$ cat config.mk
export PLATFORM = sky130hd
export DESIGN_NAME = ssff_fault_flags
export DESIGN_NICKNAME = d
export VERILOG_FILES = /design/src/rtl/ssff_pkg.sv /design/src/rtl/ssff_sync_if.sv /design/src/rtl/ssff_fault_flags.sv /design/src/rtl/ssff_sync.sv
export SDC_FILE = /design/constraint.sdc
export NUM_CORES = 1
export LEC_CHECK = 0
export ABC_AREA = 1
export BUFFER_PORTS_ARGS = -buffer_cell sky130_fd_sc_hd__buf_2
export CORE_UTILIZATION = 35
export CTS_BUF_LIST = sky130_fd_sc_hd__clkbuf_4
export CTS_CLUSTER_DIAMETER = 80
export DETAILED_ROUTE_END_ITERATION = 12
export GPL_TIMING_DRIVEN = 0
export HOLD_SLACK_MARGIN = 0.1
export SLEW_MARGIN = 20
export SYNTH_ARGS = -nofsm -noshare
export SYNTH_HDL_FRONTEND = slang
export SYNTH_SLANG_ARGS = --single-unit
$ cat constraint.sdc
create_clock -name mclk -period 0.95 [get_ports mclk]
set_input_delay 0.095 -clock mclk [delete_from_list [all_inputs] [get_ports mclk]]
set_output_delay 0.095 -clock mclk [all_outputs]
set_load 0.02 [all_outputs]
$ cat src/rtl/ssff_pkg.sv
/*
 Constants for the supply and serial-link fault flag block: register selectors,
 field positions, writable and latched bit sets, reset values.
 Assumes nothing of its surroundings.
*/
package ssff_pkg;

   localparam int REG_W = 16;

   // ----------------------------------------------------------------
   // Register selectors
   // ----------------------------------------------------------------
   localparam logic REG_FLAGS = 1'h0;
   localparam logic REG_MASKS = 1'h1;

   // ----------------------------------------------------------------
   // Field positions, shared by flag and mask registers except bits 11 and 12
   // ----------------------------------------------------------------
   localparam int BIT_UV_LOW = 0;
   localparam int BIT_OV = 1;
   localparam int BIT_UV_HIGH = 2;
   localparam int BIT_SPI_REQ = 5;
   localparam int BIT_SPI_CLK = 6;
   localparam int BIT_SPI_CRC = 7;
   localparam int BIT_BACKUP_UV = 11;
   localparam int BIT_SWITCH = 12;

   localparam logic [REG_W-1:0] FLAG_LATCHED = 16'h08E7;
   localparam logic [REG_W-1:0] MASK_WRITABLE = 16'h00E7;
   localparam logic [REG_W-1:0] FLAG_RESET = 16'h0000;
   localparam logic [REG_W-1:0] MASK_RESET = 16'h0000;

   // Number of analogue levels that need synchronising
   localparam int N_SYNC = 5;

endpackage : ssff_pkg

$ cat src/rtl/ssff_sync_if.sv
/*
 Carrier between the fault flag block and its input synchroniser.
 Assumes both ends share mclk and reset.
*/
`timescale 1ns/100ps
interface ssff_sync_if #(parameter int W = 1)
(
   input wire logic mclk,
   input wire logic reset
);
   logic [W-1:0] raw;
   logic [W-1:0] synced;

   modport sync
   (
      input mclk,
      input reset,
      input raw,
      output synced
   );
   modport user
   (
      output raw,
      input synced
   );
endinterface : ssff_sync_if

$ cat src/rtl/ssff_fault_flags.sv
/*
 Flag and mask registers for battery, backup supply and serial-link faults,
 with a combined interrupt request.
 Assumes a serial-link decoder on mclk presents register accesses as one-cycle
 strobes and reports its three error kinds as one-cycle pulses; comparator
 levels arrive asynchronously.
*/
// Functional notes
// - Battery falling below 4.7 V latches flag bit 0.
// - Battery overvoltage latches flag bit 1.
// - Battery below 5.7 V latches flag bit 2, independent of bit 0.
// - Serial access to an invalid register sets flag bit 5.
// - Wrong serial clock pulse count sets flag bit 6.
// - Serial checksum mismatch sets flag bit 7.
// - Backup supply undervoltage latches flag bit 11.
// - Flag bit 12 shows live backup switch state; writes ignored.
// - Latched flags clear only on reset or a written one.
// - Mask bits 0..2 gate the battery fault interrupts.
// - Mask bits 5..7 gate the serial-link error interrupts.
// - Mask zero allows, one inhibits; masks reset to zero.
`timescale 1ns/100ps
module ssff_fault_flags
(
   input wire logic mclk,
   input wire logic reset,
   input wire logic battUvLow,
   input wire logic battOv,
   input wire logic battUvHigh,
   input wire logic backupUv,
   input wire logic backupSwitchClosed,
   input wire logic spiReqErr,
   input wire logic spiClkErr,
   input wire logic spiCrcErr,
   input wire logic regWrite,
   input wire logic regRead,
   input wire logic regSel,
   input wire logic [ssff_pkg::REG_W-1:0] regWdata,
   output logic [ssff_pkg::REG_W-1:0] regRdata_q,
   output logic irqReq_q
);
   import ssff_pkg::*;

   // ----------------------------------------------------------------
   // Synchronisers for the comparator levels
   // ----------------------------------------------------------------
   ssff_sync_if #(.W(N_SYNC)) syncBus (.mclk(mclk), .reset(reset));

   assign syncBus.raw = {backupSwitchClosed, backupUv, battUvHigh, battOv, battUvLow};

   ssff_sync #(.W(N_SYNC)) uSync (.port(syncBus.sync));

   // Unpacked in the same order as the raw vector above
   wire uvLowS;
   wire ovS;
   wire uvHighS;
   wire backupUvS;
   wire switchS;

   assign {switchS, backupUvS, uvHighS, ovS, uvLowS} = syncBus.synced;

   // ----------------------------------------------------------------
   // Decode
   // ----------------------------------------------------------------
   logic [REG_W-1:0] flag_q;
   logic [REG_W-1:0] flag_d;
   logic [REG_W-1:0] mask_q;
   logic [REG_W-1:0] mask_d;
   logic [REG_W-1:0] rdata_d;
   logic irq_d;

   wire wrFlags = regWrite && (regSel == REG_FLAGS);
   wire wrMasks = regWrite && (regSel == REG_MASKS);
   wire rdFlags = regSel == REG_FLAGS;

   // Comparator flags set on level: a persisting fault re-latches after a clear
   wire [REG_W-1:0] setVec = (REG_W'(uvLowS) << BIT_UV_LOW)
      | (REG_W'(ovS) << BIT_OV)
      | (REG_W'(uvHighS) << BIT_UV_HIGH)
      | (REG_W'(spiReqErr) << BIT_SPI_REQ)
      | (REG_W'(spiClkErr) << BIT_SPI_CLK)
      | (REG_W'(spiCrcErr) << BIT_SPI_CRC)
      | (REG_W'(backupUvS) << BIT_BACKUP_UV);

   wire [REG_W-1:0] clrVec = wrFlags ? (regWdata & FLAG_LATCHED) : '0;

   // Set wins over a clear in the same cycle so no event is lost
   assign flag_d = ((flag_q & ~clrVec) | setVec) & FLAG_LATCHED;

   assign mask_d = wrMasks ? (regWdata & MASK_WRITABLE) : mask_q;

   wire [REG_W-1:0] liveFlags = flag_q | (REG_W'(switchS) << BIT_SWITCH);
   assign rdata_d = !regRead ? regRdata_q : (rdFlags ? liveFlags : mask_q);

   // Backup undervoltage has no mask bit, so it always requests
   wire [REG_W-1:0] pendVec = flag_q & ~mask_q;

   // One cycle behind the flags, traded for a registered interrupt output
   assign irq_d = |pendVec;

   // ----------------------------------------------------------------
   // Registers
   // ----------------------------------------------------------------
   always_ff @(posedge mclk or posedge reset)
   begin
      if (reset)
      begin
         flag_q <= FLAG_RESET;
         mask_q <= MASK_RESET;
         regRdata_q <= '0;
         irqReq_q <= 1'b0;
      end
      else
      begin
         flag_q <= flag_d;
         mask_q <= mask_d;
         regRdata_q <= rdata_d;
         irqReq_q <= irq_d;
      end
   end
endmodule : ssff_fault_flags

$ cat src/rtl/ssff_sync.sv
/*
 Two-stage synchroniser for asynchronous comparator levels.
 Assumes the inputs are slow levels, not pulses shorter than a clock.
*/
`timescale 1ns/100ps
module ssff_sync
#(
   parameter int W = 1
)
(
   ssff_sync_if.sync port
);
   logic [W-1:0] meta_q;
   logic [W-1:0] stable_q;

   // First stage is read only by the second stage
   always_ff @(posedge port.mclk or posedge port.reset)
   begin
      if (port.reset)
      begin
         meta_q <= '0;
         stable_q <= '0;
      end
      else
      begin
         meta_q <= port.raw;
         stable_q <= meta_q;
      end
   end

   assign port.synced = stable_q;

endmodule : ssff_sync

======== Yosys cells after proc, flatten, opt, wreduce, memory -nomap -nowiden ========
Index checks and enable logic that the tools add are counted.
W data, S select, Z words.
storage, ports and cells
  register bits after elaboration ......... 40
  input port bits ......................... 29
  output and inout port bits .............. 17
  logic and storage cells ................. 24
operators by class
  mux-type cells .......................... 2
  bitwise logic cells ..................... 13
  reduce and logical (&&, ||, !) cells .... 3
operator list
  kind                 count
  $and A12 B16 Y16     1
  $mux W16             1
  $not A8 Y16          1
  $reduce_or A16 Y1    1
  $or A12 B13 Y13      1
  $and A12 B12 Y12     1
  $mux W12             1
  $not A12 Y12         1
  $or A12 B12 Y12      1
  $or A8 B12 Y12       1
  $or A7 B8 Y8         1
  $or A6 B7 Y7         1
  $or A3 B6 Y6         1
  $or A2 B3 Y3         1
  $logic_and A1 B1 Y1  2
  $or A1 B2 Y2         1
  $not A1 Y1           1

======== Depth between registers and ports, before layout ========
Gate-level depths: netlist (run 1).
  depth after elaboration ................. 7
  depth in mapped cells ................... 5

======== Hierarchy ========
A second synthesis (run 1) with hierarchy kept.
second synthesis, totals
  cells, all modules ...................... 150
  area, all modules ....................... 1341.3 um^2
modules (own cells, without submodules)
  module            instances  cells an instance  area an instance (um^2)  sequential area each (um^2)
  ssff_fault_flags  1          139                1087.3                   550.5
  ssff_sync         1          11                 254.0                    250.2

======== Worst setup path after synthesis (run 1) ========
OpenSTA, ideal clock, no wires.
  kind .................................... flip-flop to flip-flop
  start ................................... register flag_q[2]
  end ..................................... register irqReq_q
  library setup time ...................... 119 ps
  arrival ................................. 588 ps
  setup slack ............................. 243 ps
  cell stages (with the launch flop) ...... 5
  path buffers ............................ 0
  cell sequence ........................... dfrtp_1 nand2_1 nand2_1 nor2_1 nand2_1
on the way
  cells in the longest elaborated chain, start to end .. 2
RTL lines
  item                      RTL line                 source
  start: declaration        ssff_fault_flags.sv:64   logic [REG_W-1:0] flag_q;
  start signal: assignment  ssff_fault_flags.sv:114  flag_q <= flag_d;
  $and A12 B16 Y16          ssff_fault_flags.sv:95   wire [REG_W-1:0] pendVec = flag_q & ~mask_q;
  $reduce_or A16 Y1         ssff_fault_flags.sv:98   assign irq_d = |pendVec;
  via irq_d                 ssff_fault_flags.sv:69   logic irq_d;
  end signal: assignment    ssff_fault_flags.sv:117  irqReq_q <= irq_d;
  end: declaration          ssff_fault_flags.sv:39   output logic irqReq_q
The timed path passes the listed nets, and every way through them passes these cells.
A chain may end at the register's enable or synchronous reset.

======== Worst setup path after layout (run 1) ========
  start ................................... register regRdata_q[7] (netlist name)
  end ..................................... output regRdata_q[7] (netlist name)
RTL lines
  item                      RTL line                 source
  start: declaration        ssff_fault_flags.sv:38   output logic [ssff_pkg::REG_W-1:0] regRdata_q,
  start signal: assignment  ssff_fault_flags.sv:116  regRdata_q <= rdata_d;
No word-level cell between the ends.

==> results.yml, run 1 <==
status:
  outcome: "complete, but fails checks"
  failed_checks: "negative setup slack"
timing:
  finalCritPeriodShare_pct: 103
  tightestPinTransition_ns: 0.638
  slew-limit-headroom_pct: 57.4
  rsz_0062_raised_after_global_routing: "true"
  setup_violations: 7
  final_number_of_hold_violating_endpoints: 0
  maxClockFrequency_mhz: 1020
  final_period_minus_worst_setup_slack_ns: 0.976
  finalWorstSetupSlack_ns: -0.0260
  slew_violations: 0
  fin_worst_skew_ns: 0.00523
worst_setup_path:
  worst-r2r-setup-slack_ns: 0.08
  timing.critical_path.required_ns: 0.85
  worst-endpoint-arrival_ns: 0.88
  worstPathBufferInverterCount: 1
  crit_family: "flip-flops"
  ff2ff_path_depth: 4
  worstPathCellList: "buf_6"
  regToRegEndpoint: "regRdata_q[7]"
  worstSetupStartpointType: "flip-flop"
  critical_path_class: "flip-flop to output port"
  path_depth: 1
  slowest_delay_ns: 0.41
  worstSetupEndpointType: "output port"
  worst_setup_path_startpoint: "regRdata_q[7]"
  crit_fanout: 2
  rr_startpoint: "regRdata_q[7]"
  crit_slowest_cell: "sky130_fd_sc_hd__dfrtp_1"
pwr:
  share_clk_of_total_power_pct: 25.4
  power.share.switching_pct: 27.2
  static-leakage-power_nw: 1.05
  power_per_cell_area_nw_per_um2: 1490
  power_frac_seq_pct: 53.6
  cellInternalPower_mw: 2.08
  switchingPower_uw: 778
  power_frac_comb_pct: 21.1
  vdd_ir_drop_max_mv: 0.940
logic_synthesis:
  number_of_synthesized_register_bits: 32
  syn_inst: 149
  synth_async_sr_flop_share_pct: 100
  synth.largest_area_cell: "sky130_fd_sc_hd__dfrtp_1"
  synth-seq-area-share_pct: 59.9
  synth_most_common_cell: "sky130_fd_sc_hd__nand2_1"
  synth_commonest_cells: "53 x sky130_fd_sc_hd__nand2_1, 32 x sky130_fd_sc_hd__dfrtp_1, 22 x sky130_fd_sc_hd__inv_1, 13 x sky130_fd_sc_hd__nor2_1, 8 x sky130_fd_sc_hd__buf_4"
  synth_ff_type: "sky130_fd_sc_hd__dfrtp_1"
  synth.distinct_cells: 12
  synth_top_area_share_pct: 59.9
  number_of_synthesized_flops_with_an_enable_pin: 0
  synth_area_per_cell_um2: 8.98
  synth.top_cells.by_area: "sky130_fd_sc_hd__dfrtp_1 60%, sky130_fd_sc_hd__nand2_1 15%, sky130_fd_sc_hd__inv_1 6.2%"
  yosysWarningCount: 0
  syn-cell-area_um2: 1340
min_path:
  min-delay-start: "regSel"
  min-delay-path-class: "input port to flip-flop"
  worstHoldEndpoint: "regRdata_q[12]"
  hold_path_depth: 4
floorplan:
  die_area_um2: 4070
  die_x_um: 63.8
  core.rowCount: 22
  io_pins: 46
  core_area_um2: 3660
  die_height_um: 63.8
  initial_standard_cell_utilization_of_the_core_pct: 36.5
detailed_routing:
  drt-total-wl_mm: 2.37
  post_drt_wl_per_cell_um: 8.90
  drt-initial-drc-count: 51
  detail_route.first_pass.iterations: 4
  ant_nets: 0
  num_vias: 1023
  post_route_drc: 0
  vias_per_cell: 3.85
cells_and_area:
  finalNonFillerCells: 266
  final_util_pct: 52.5
  flow.area_growth_from_synthesis_pct: 43.7
  fillers: 357
  num_antenna_cells: 0
  nNetsFinal: 247
  post_route_cells_drive_above_1_share_pct: 28.9
global_routing:
  antenna_violations_before_repair: 0
  gr-usage-all-layers_pct: 13.7
  overflow: 0
  first_pass_grt_wire_length_mm: 4.18
  via_count_of_the_first_global_routing_pass: 967
  grt_start_max_net_pins: 33
clock_network:
  clkTransAtPathRegs_ns: 0.09
  cts_num_sinks: 32
  tritoncts: "built"
  clk_path_buf_depth: 2
  cts.root.buffer_cell: "sky130_fd_sc_hd__clkbuf_4"
  cts.htree.levels: 2
  cts-buffers-inserted: 5
  clkLatencyLatePin_ns: 0.33
placed_design:
  place.detailed.instances: 232
  dpl.hpwl_mm: 1.59
  port_buffers: 28
  gpl.final_weighted_congestion: 0.729
flow_run:
  drv_cap: 0
-- layout make-up --
cell class	count	area, um^2	share of cell area, %
inverters	23	88.8	4.62
clock buffers	6	45.0	2.34
plain buffers	11	97.6	5.08
well taps	48	60.1	3.13
clock inverters	1	5.00	0.260
repair buffers	55	444	23.1
flip-flops and latches	32	801	41.7
multi-input cells	90	380	19.8
-- power groups by stage --
stage,Combinational (mW),Clock [mW],Sequential (mW)
after CTS,0.568,0.771,1.53
after floorplan,0.264,0,1.59
after global routing,0.674,0.838,1.55
final,0.602,0.726,1.53
after global placement,0.430,0,1.55
after detailed placement,0.436,0,1.55
-- cells by family after synthesis --
group | count (synthesis) | synth area share (%)
other | 1 | 0.280
buffers and inverters | 34 | 13.7
AO/OA/AOI/OAI | 13 | 6.55
flip-flops | 32 | 59.9
AND/OR/NAND/NOR | 69 | 19.6
-- through the flow --
step	power [mW]	hold WS [ns]	worst slack, ns	cell area, um^2	setup TNS [ns]
detailed placement	1.99	0.204	0.0343	1560	0
CTS	2.87	0.129	-0.0326	1880	-0.176
floorplan	1.85	0.126	0.164	1360	0
global route	3.06	0.162	-0.0707	1920	-0.431
finish	2.86	0.135	-0.0260	1920	-0.0684
global placement	1.98	0.203	-0.264	1560	-8.41
-- repair_timing --
item / 4_1_cts / 5_1_grt
pin swaps: 0 / 0
hold buffers: 18 / 0
gates resized for setup: 18 / 2
setup endpoints to repair: 9 / 11
buffers inserted: 4 / 5
endpoints found under the hold margin: 52 / 0
-- cell usage in the layout (no fill, tap or decap), drive strengths merged --
cell type / instances
conb: 8
clkbuf: 6
dlygate4sd3: 18
inv: 23
dfrtp: 32
nor2: 13
nand2: 53
buf: 48
nand3: 3
clkinv: 1
o21ai: 13
-- how the worst max path moves through the flow --
stage / end / slack (ns)
2_1_floorplan: flag_q[0] / 0.16
4_1_cts: regRdata_q[6] / -0.03
3_5_place_dp: flag_q[1] / 0.03
3_3_place_gp: regRdata_q[6] / -0.26
5_1_grt: regRdata_q[7] / -0.07
6_report: regRdata_q[7] / -0.03
-- sequential cells by signal, indices dropped and copies added (netlist names) --
name               flops
regRdata_q             8
flag_q                 7
mask_q                 6
uSync.meta_q           5
uSync.port.synced      5
irqReq_q               1
-- layer usage --
metal / track usage, % / wire length (um) / vias up
li1: - / - / 561
met1: 16.4 / 1110 / 424
met2: 21.8 / 1090 / 32
met3: 4.29 / 111 / 6
met4: 7.67 / 52 / 0
met5: 0 / 0 / -
Note: power is estimated with default switching activity, not from simulation.
==> run 2, diff against run 1 <==
- CORE_UTILIZATION: 35 -> 51
- PLACE_DENSITY: default -> 0.81
- SLEW_MARGIN: 20 -> default
==> results.yml, run 2 (synthesis results as in run 1) <==
cells_and_area:
  largest_registers: "regRdata_q (8), flag_q (7), mask_q (6)"
  regMostFlops: "regRdata_q"
  num_antenna_cells: 0
  flow.area_growth_from_synthesis_pct: 41.2
  max_reg_flops: 8
  nNetsFinal: 244
  post_route_cells_drive_above_1_share_pct: 28.8
  layout.cells.most_common_list: "51 x sky130_fd_sc_hd__nand2_1, 32 x sky130_fd_sc_hd__dfrtp_1, 21 x sky130_fd_sc_hd__inv_1"
  postLayoutCellArea_um2: 1890
  final_common_cell: "sky130_fd_sc_hd__nand2_1"
  finalNonFillerCells: 245
global_routing:
  gr-usage-all-layers_pct: 21.0
  via_count_of_the_first_global_routing_pass: 1004
  globalRoute.busiestLayer: "met2"
  gr-usage-met3_pct: 9.48
  grt_use_met2_pct: 34.2
  antenna_violations_before_repair: 0
  overflow: 0
  first_pass_grt_wire_length_mm: 3.97
  gr-usage-met1_pct: 22.5
  grt_start_max_net_pins: 33
clock_network:
  tritoncts: "built"
  cts_num_sinks: 32
  cts.root.buffer_cell: "sky130_fd_sc_hd__clkbuf_4"
  clkTransAtPathRegs_ns: 0.10
  clkLatencyLatePin_ns: 0.34
  clk_path_buf_depth: 2
  cts.htree.levels: 2
  cts-buffers-inserted: 5
timing:
  finalCritPeriodShare_pct: 103
  slew_violations: 0
  final_number_of_hold_violating_endpoints: 0
  final_period_minus_worst_setup_slack_ns: 0.978
  setup_violations: 3
  maxClockFrequency_mhz: 1020
  slew-limit-headroom_pct: 56.5
  rsz_0062_raised_after_global_routing: "true"
  fin_worst_skew_ns: 0.0183
  tightestPinTransition_ns: 0.651
  fin_setup_tns_ns: -0.0706
  finalWorstSetupSlack_ns: -0.0276
detailed_routing:
  num_vias: 1079
  drt-total-wl_mm: 2.55
  drt-initial-drc-count: 16
  detail_route.first_pass.iterations: 4
  vias_per_cell: 4.40
  post_route_drc: 0
  post_drt_wl_per_cell_um: 10.4
  ant_nets: 0
pwr:
  vdd_ir_drop_max_mv: 1.38
  static-leakage-power_nw: 1.03
  power_per_cell_area_nw_per_um2: 1520
worst_setup_path:
  worst-endpoint-arrival_ns: 0.88
  worstSetupEndpointType: "output port"
  crit_slowest_cell: "sky130_fd_sc_hd__dfrtp_1"
  critical_path_class: "flip-flop to output port"
  slowest_delay_ns: 0.41
  crit_fanout: 2
  timing.critical_path.required_ns: 0.85
  crit_family: "flip-flops"
  worstPathCellList: "buf_6"
  worstPathBufferInverterCount: 1
  worstSetupStartpointType: "flip-flop"
placed_design:
  place.detailed.instances: 214
  gpl.final_weighted_congestion: 0.843
  dpl.hpwl_mm: 1.62
  dp_worst_setup_slack_ns: -0.230
  port_buffers: 28
  dpl-instance-area_um2: 1540
floorplan:
  core_area_um2: 2480
  initial_standard_cell_utilization_of_the_core_pct: 54.0
  die_x_um: 53.2
  die_area_um2: 2830
  die_height_um: 53.2
  io_pins: 46
  core.rowCount: 18
status:
  failed_checks: "negative setup slack"
  outcome: "complete, but fails checks"
min_path:
  min-delay-path-class: "input port to flip-flop"
flow_run:
  drv_cap: 0
run 2: cell count changes in the layout (fill, tap and decap cells not counted):
cell and delta:
sky130_fd_sc_hd__nand2_2 +2, sky130_fd_sc_hd__clkinvlp_4 +1, sky130_fd_sc_hd__buf_4 -2, sky130_fd_sc_hd__nand2_1 -2
sky130_fd_sc_hd__o21ai_0 -2, sky130_fd_sc_hd__o21ai_1 +2, sky130_fd_sc_hd__inv_2 -1, sky130_fd_sc_hd__buf_2 -1
run 2: timing repair:
action | CTS | global route
setup endpoints to repair | 9 | 50
cloned | 0 | 1
hold endpoints to repair | 50 | 32
buffers inserted | 3 | 2
hold buffers | 17 | 1
gates resized for setup | 18 | 10
run 2: final timing paths:
| path | start | to | slack, ns | depth (start not counted) |
|---|---|---|---|---|
| max in group asynchronous | reset | regRdata_q[0] | 0.18 | 3 |
| min in group asynchronous | reset | irqReq_q | 0.39 | 3 |
| worst max register to register | mask_q[5] | regRdata_q[5] | 0.15 | 4 |
| worst max-delay path | regRdata_q[6] | regRdata_q[6] | -0.03 | 1 |
| worst min register to register | uSync.meta_q[3] | uSync.port.synced[3] | 0.36 | 0 |
| worst min-delay path | regSel | mask_q[6] | 0.16 | 4 |
run 2: per-layer routing:
layer	up-vias	routed length [um]
met2	31	1290
met1	486	1050
met5	-	0
met3	8	141
met4	0	58
li1	554	-
run 2: layout make-up:
cell class                 instances  area (um^2)
clock buffer                       6         45.0
fill                             181          589
timing repair buffer              52          424
buffer                            11         97.6
inverter                          23         92.6
multi-input combinational         90          385
clock inverter                     1         5.00
tap                               30         37.5
sequential                        32          801
run 2: metrics by stage:
stage,total power [mW],util [%],hold slack [ns]
finish,2.87,76.2,0.159
global route,3.01,76.2,0.169
CTS,2.83,74.3,0.0804
detailed placement,1.99,62.2,0.205
global placement,1.97,62.2,0.203
floorplan,1.85,-,0.126
run 2: report_power, final:
group	switching, mW	internal, mW	total [mW]
Sequential	0.0650	1.47	1.53
Clock	0.449	0.301	0.750
Combinational	0.296	0.296	0.592
Total	0.810	2.07	2.87
==> run 3, diff against run 2 <==
- ABC_AREA: 1 -> default
- CORE_UTILIZATION: 51 -> 50
- GPL_ROUTABILITY_DRIVEN: default -> 0
==> results.yml, run 3 <==
worst_setup_path:
  worst-endpoint-arrival_ns: 1.25
  timing.critical_path.required_ns: 1.15
  worstSetupEndpointType: "flip-flop"
  worstSetupStartpointType: "flip-flop"
  rr_startpoint: "mask_q[0]"
  regToRegEndpoint: "irqReq_q"
  critical_path_class: "flip-flop to flip-flop"
  crit_fanout: 3
  ff2ff_path_depth: 3
  worst-r2r-setup-slack_ns: -0.09
  worst_setup_path_startpoint: "mask_q[0]"
logic_synthesis:
  synth_commonest_cells: "32 x sky130_fd_sc_hd__dfrtp_1, 9 x sky130_fd_sc_hd__buf_4, 9 x sky130_fd_sc_hd__nand2_1"
  syn-cell-area_um2: 1240
  syn_inst: 100
  synth.largest_area_cell: "sky130_fd_sc_hd__dfrtp_1"
  synth_top_area_share_pct: 64.3
  synth_ff_type: "sky130_fd_sc_hd__dfrtp_1"
  number_of_synthesized_flops_with_an_enable_pin: 0
  synth_area_per_cell_um2: 12.4
  synth.top_cells.by_area: "sky130_fd_sc_hd__dfrtp_1 64%, sky130_fd_sc_hd__buf_4 5.4%, sky130_fd_sc_hd__mux2_2 5.4%"
  yosysWarningCount: 0
  synth-seq-area-share_pct: 64.3
  synth_async_sr_flop_share_pct: 100
  number_of_synthesized_register_bits: 32
  synth.distinct_cells: 18
  synth_most_common_cell: "sky130_fd_sc_hd__dfrtp_1"
cells_and_area:
  largest_registers: "regRdata_q (8), flag_q (7), mask_q (6)"
  layout.cells.most_common_list: "32 x sky130_fd_sc_hd__dfrtp_1, 18 x sky130_fd_sc_hd__buf_2, 17 x sky130_fd_sc_hd__dlygate4sd3_1"
  final_util_pct: 76.9
  num_antenna_cells: 0
  nNetsFinal: 192
  flow.area_growth_from_synthesis_pct: 40.5
  regMostFlops: "regRdata_q"
  fillers: 159
  postLayoutCellArea_um2: 1750
  final_common_cell: "sky130_fd_sc_hd__dfrtp_1"
  post_route_cells_drive_above_1_share_pct: 34.8
  max_reg_flops: 8
placed_design:
  dpl-instance-area_um2: 1440
  dpl.hpwl_mm: 1.48
  dp_worst_setup_slack_ns: -0.232
  port_buffers: 27
timing:
  setup_violations: 5
  rsz_0062_raised_after_global_routing: "true"
  slew-limit-headroom_pct: 56.1
  maxClockFrequency_mhz: 957
  tightestPinTransition_ns: 0.656
  final_period_minus_worst_setup_slack_ns: 1.04
  fin_worst_skew_ns: 0.0109
  whs_ns: 0.187
  slew_violations: 0
  finalCritPeriodShare_pct: 110
  final_number_of_hold_violating_endpoints: 0
  finalWorstSetupSlack_ns: -0.0945
pwr:
  power_per_cell_area_nw_per_um2: 1570
  vdd_ir_drop_max_mv: 1.39
  static-leakage-power_nw: 0.842
floorplan:
  die_area_um2: 2690
  core_area_um2: 2280
  die_height_um: 51.9
  io_pins: 46
  initial_standard_cell_utilization_of_the_core_pct: 54.7
  die_x_um: 51.9
  core.rowCount: 17
status:
  failed_checks: "negative setup slack"
  outcome: "complete, but fails checks"
clock_network:
  cts.htree.levels: 2
  clk_path_buf_depth: 2
  cts-buffers-inserted: 5
  cts_num_sinks: 32
  tritoncts: "built"
  clkTransAtPathRegs_ns: 0.09
  cts.root.buffer_cell: "sky130_fd_sc_hd__clkbuf_4"
  clkLatencyLatePin_ns: 0.33
detailed_routing:
  ant_nets: 0
  num_vias: 914
  post_route_drc: 0
  vias_per_cell: 4.84
  post_drt_wl_per_cell_um: 12.0
  detail_route.first_pass.iterations: 4
  drt-initial-drc-count: 7
  drt-total-wl_mm: 2.27
min_path:
  min-delay-start: "regWrite"
  worstHoldEndpoint: "mask_q[1]"
  min-delay-path-class: "input port to flip-flop"
  hold_path_depth: 3
flow_run:
  drv_cap: 0
global_routing:
  antenna_violations_before_repair: 0
  overflow: 0
  via_count_of_the_first_global_routing_pass: 867
  gr-usage-all-layers_pct: 20.7
  grt_start_max_net_pins: 33
  first_pass_grt_wire_length_mm: 3.80
## run 3: changes by cell type after synthesis, moves of 2 or more
cell,before,now
sky130_fd_sc_hd__nand2_1,53,9
sky130_fd_sc_hd__nand2b_1,0,2
sky130_fd_sc_hd__mux2i_1,0,6
sky130_fd_sc_hd__a21o_1,0,7
sky130_fd_sc_hd__a21oi_1,0,7
sky130_fd_sc_hd__buf_6,2,0
sky130_fd_sc_hd__o21ai_0,7,2
sky130_fd_sc_hd__inv_1,22,7
sky130_fd_sc_hd__nand3_1,3,0
sky130_fd_sc_hd__o21ai_2,6,0
sky130_fd_sc_hd__mux2_2,0,6
sky130_fd_sc_hd__nor2_1,13,6
## run 3: worst max-delay path by stage
| stage | cells past startpoint | endpoint | slack, ns |
|---|---|---|---|
| 2_1_floorplan | 3 | irqReq_q | 0.03 |
| 3_3_place_gp | 2 | regRdata_q[5] | -0.19 |
| 3_5_place_dp | 2 | flag_q[5] | -0.23 |
| 4_1_cts | 2 | irqReq_q | -0.09 |
| 5_1_grt | 3 | irqReq_q | -0.14 |
| 6_report | 3 | irqReq_q | -0.09 |
## run 3: routing by layer
metal	up-vias	wire [um]	track usage (%)
met5	-	0	0
met4	0	43	9.46
met3	6	161	8.77
met2	39	1140	33.8
met1	431	924	23.4
li1	438	-	-
## run 3: cell type report
| type | instances | area (um^2) | share of cell area (%) |
|---|---|---|---|
| repair buffers | 49 | 399 | 22.8 |
| plain buffers | 10 | 75.1 | 4.29 |
| flip-flops and latches | 32 | 801 | 45.8 |
| multi-input cells | 58 | 372 | 21.2 |
| clock buffers | 5 | 37.5 | 2.15 |
| well taps | 28 | 35.0 | 2.00 |
| inverters | 7 | 30.0 | 1.72 |
## run 3: report_power, final
group          switching, mW  internal [mW]  leakage, nW
Combinational          0.248          0.304        0.468
Sequential            0.0767           1.48        0.350
Clock                  0.395          0.246       0.0230
Total                  0.720           2.03        0.842
## run 3: metrics by stage
stage / power (mW) / instances / setup TNS (ns)
2_1_floorplan: 1.84 / 107 / 0
3_3_place_gp: 1.96 / 162 / -6.11
3_5_place_dp: 1.98 / 162 / -7.51
4_1_cts: 2.75 / 186 / -0.259
5_1_grt: 2.90 / 189 / -0.526
6_report: 2.75 / 189 / -0.151
## run 3: what timing repair did
| item | 4_1_cts | 5_1_grt |
|---|---|---|
| endpoints found under the setup margin | 9 | 38 |
| gates resized for setup | 16 | 5 |
| buffers inserted | 3 | 2 |
| hold buffers | 16 | 1 |
| endpoints found under the hold margin | 54 | 32 |
| pin swaps | 1 | 1 |
## run 3: cells by family after synthesis
kind of cell    after synthesis  share of synthesized area [%]
simple gates                 21                           8.54
mux                          12                           10.3
flops                        32                           64.3
other cells                   1                          0.301
buf+inv                      17                           7.94
compound gates               17                           8.64
## run 3: critical path: stages (launching register included)
cell and delay (ns):
sky130_fd_sc_hd__dfrtp_1 0.37, sky130_fd_sc_hd__inv_1 0.04, sky130_fd_sc_hd__a222oi_1 0.37, sky130_fd_sc_hd__nand4_1 0.14
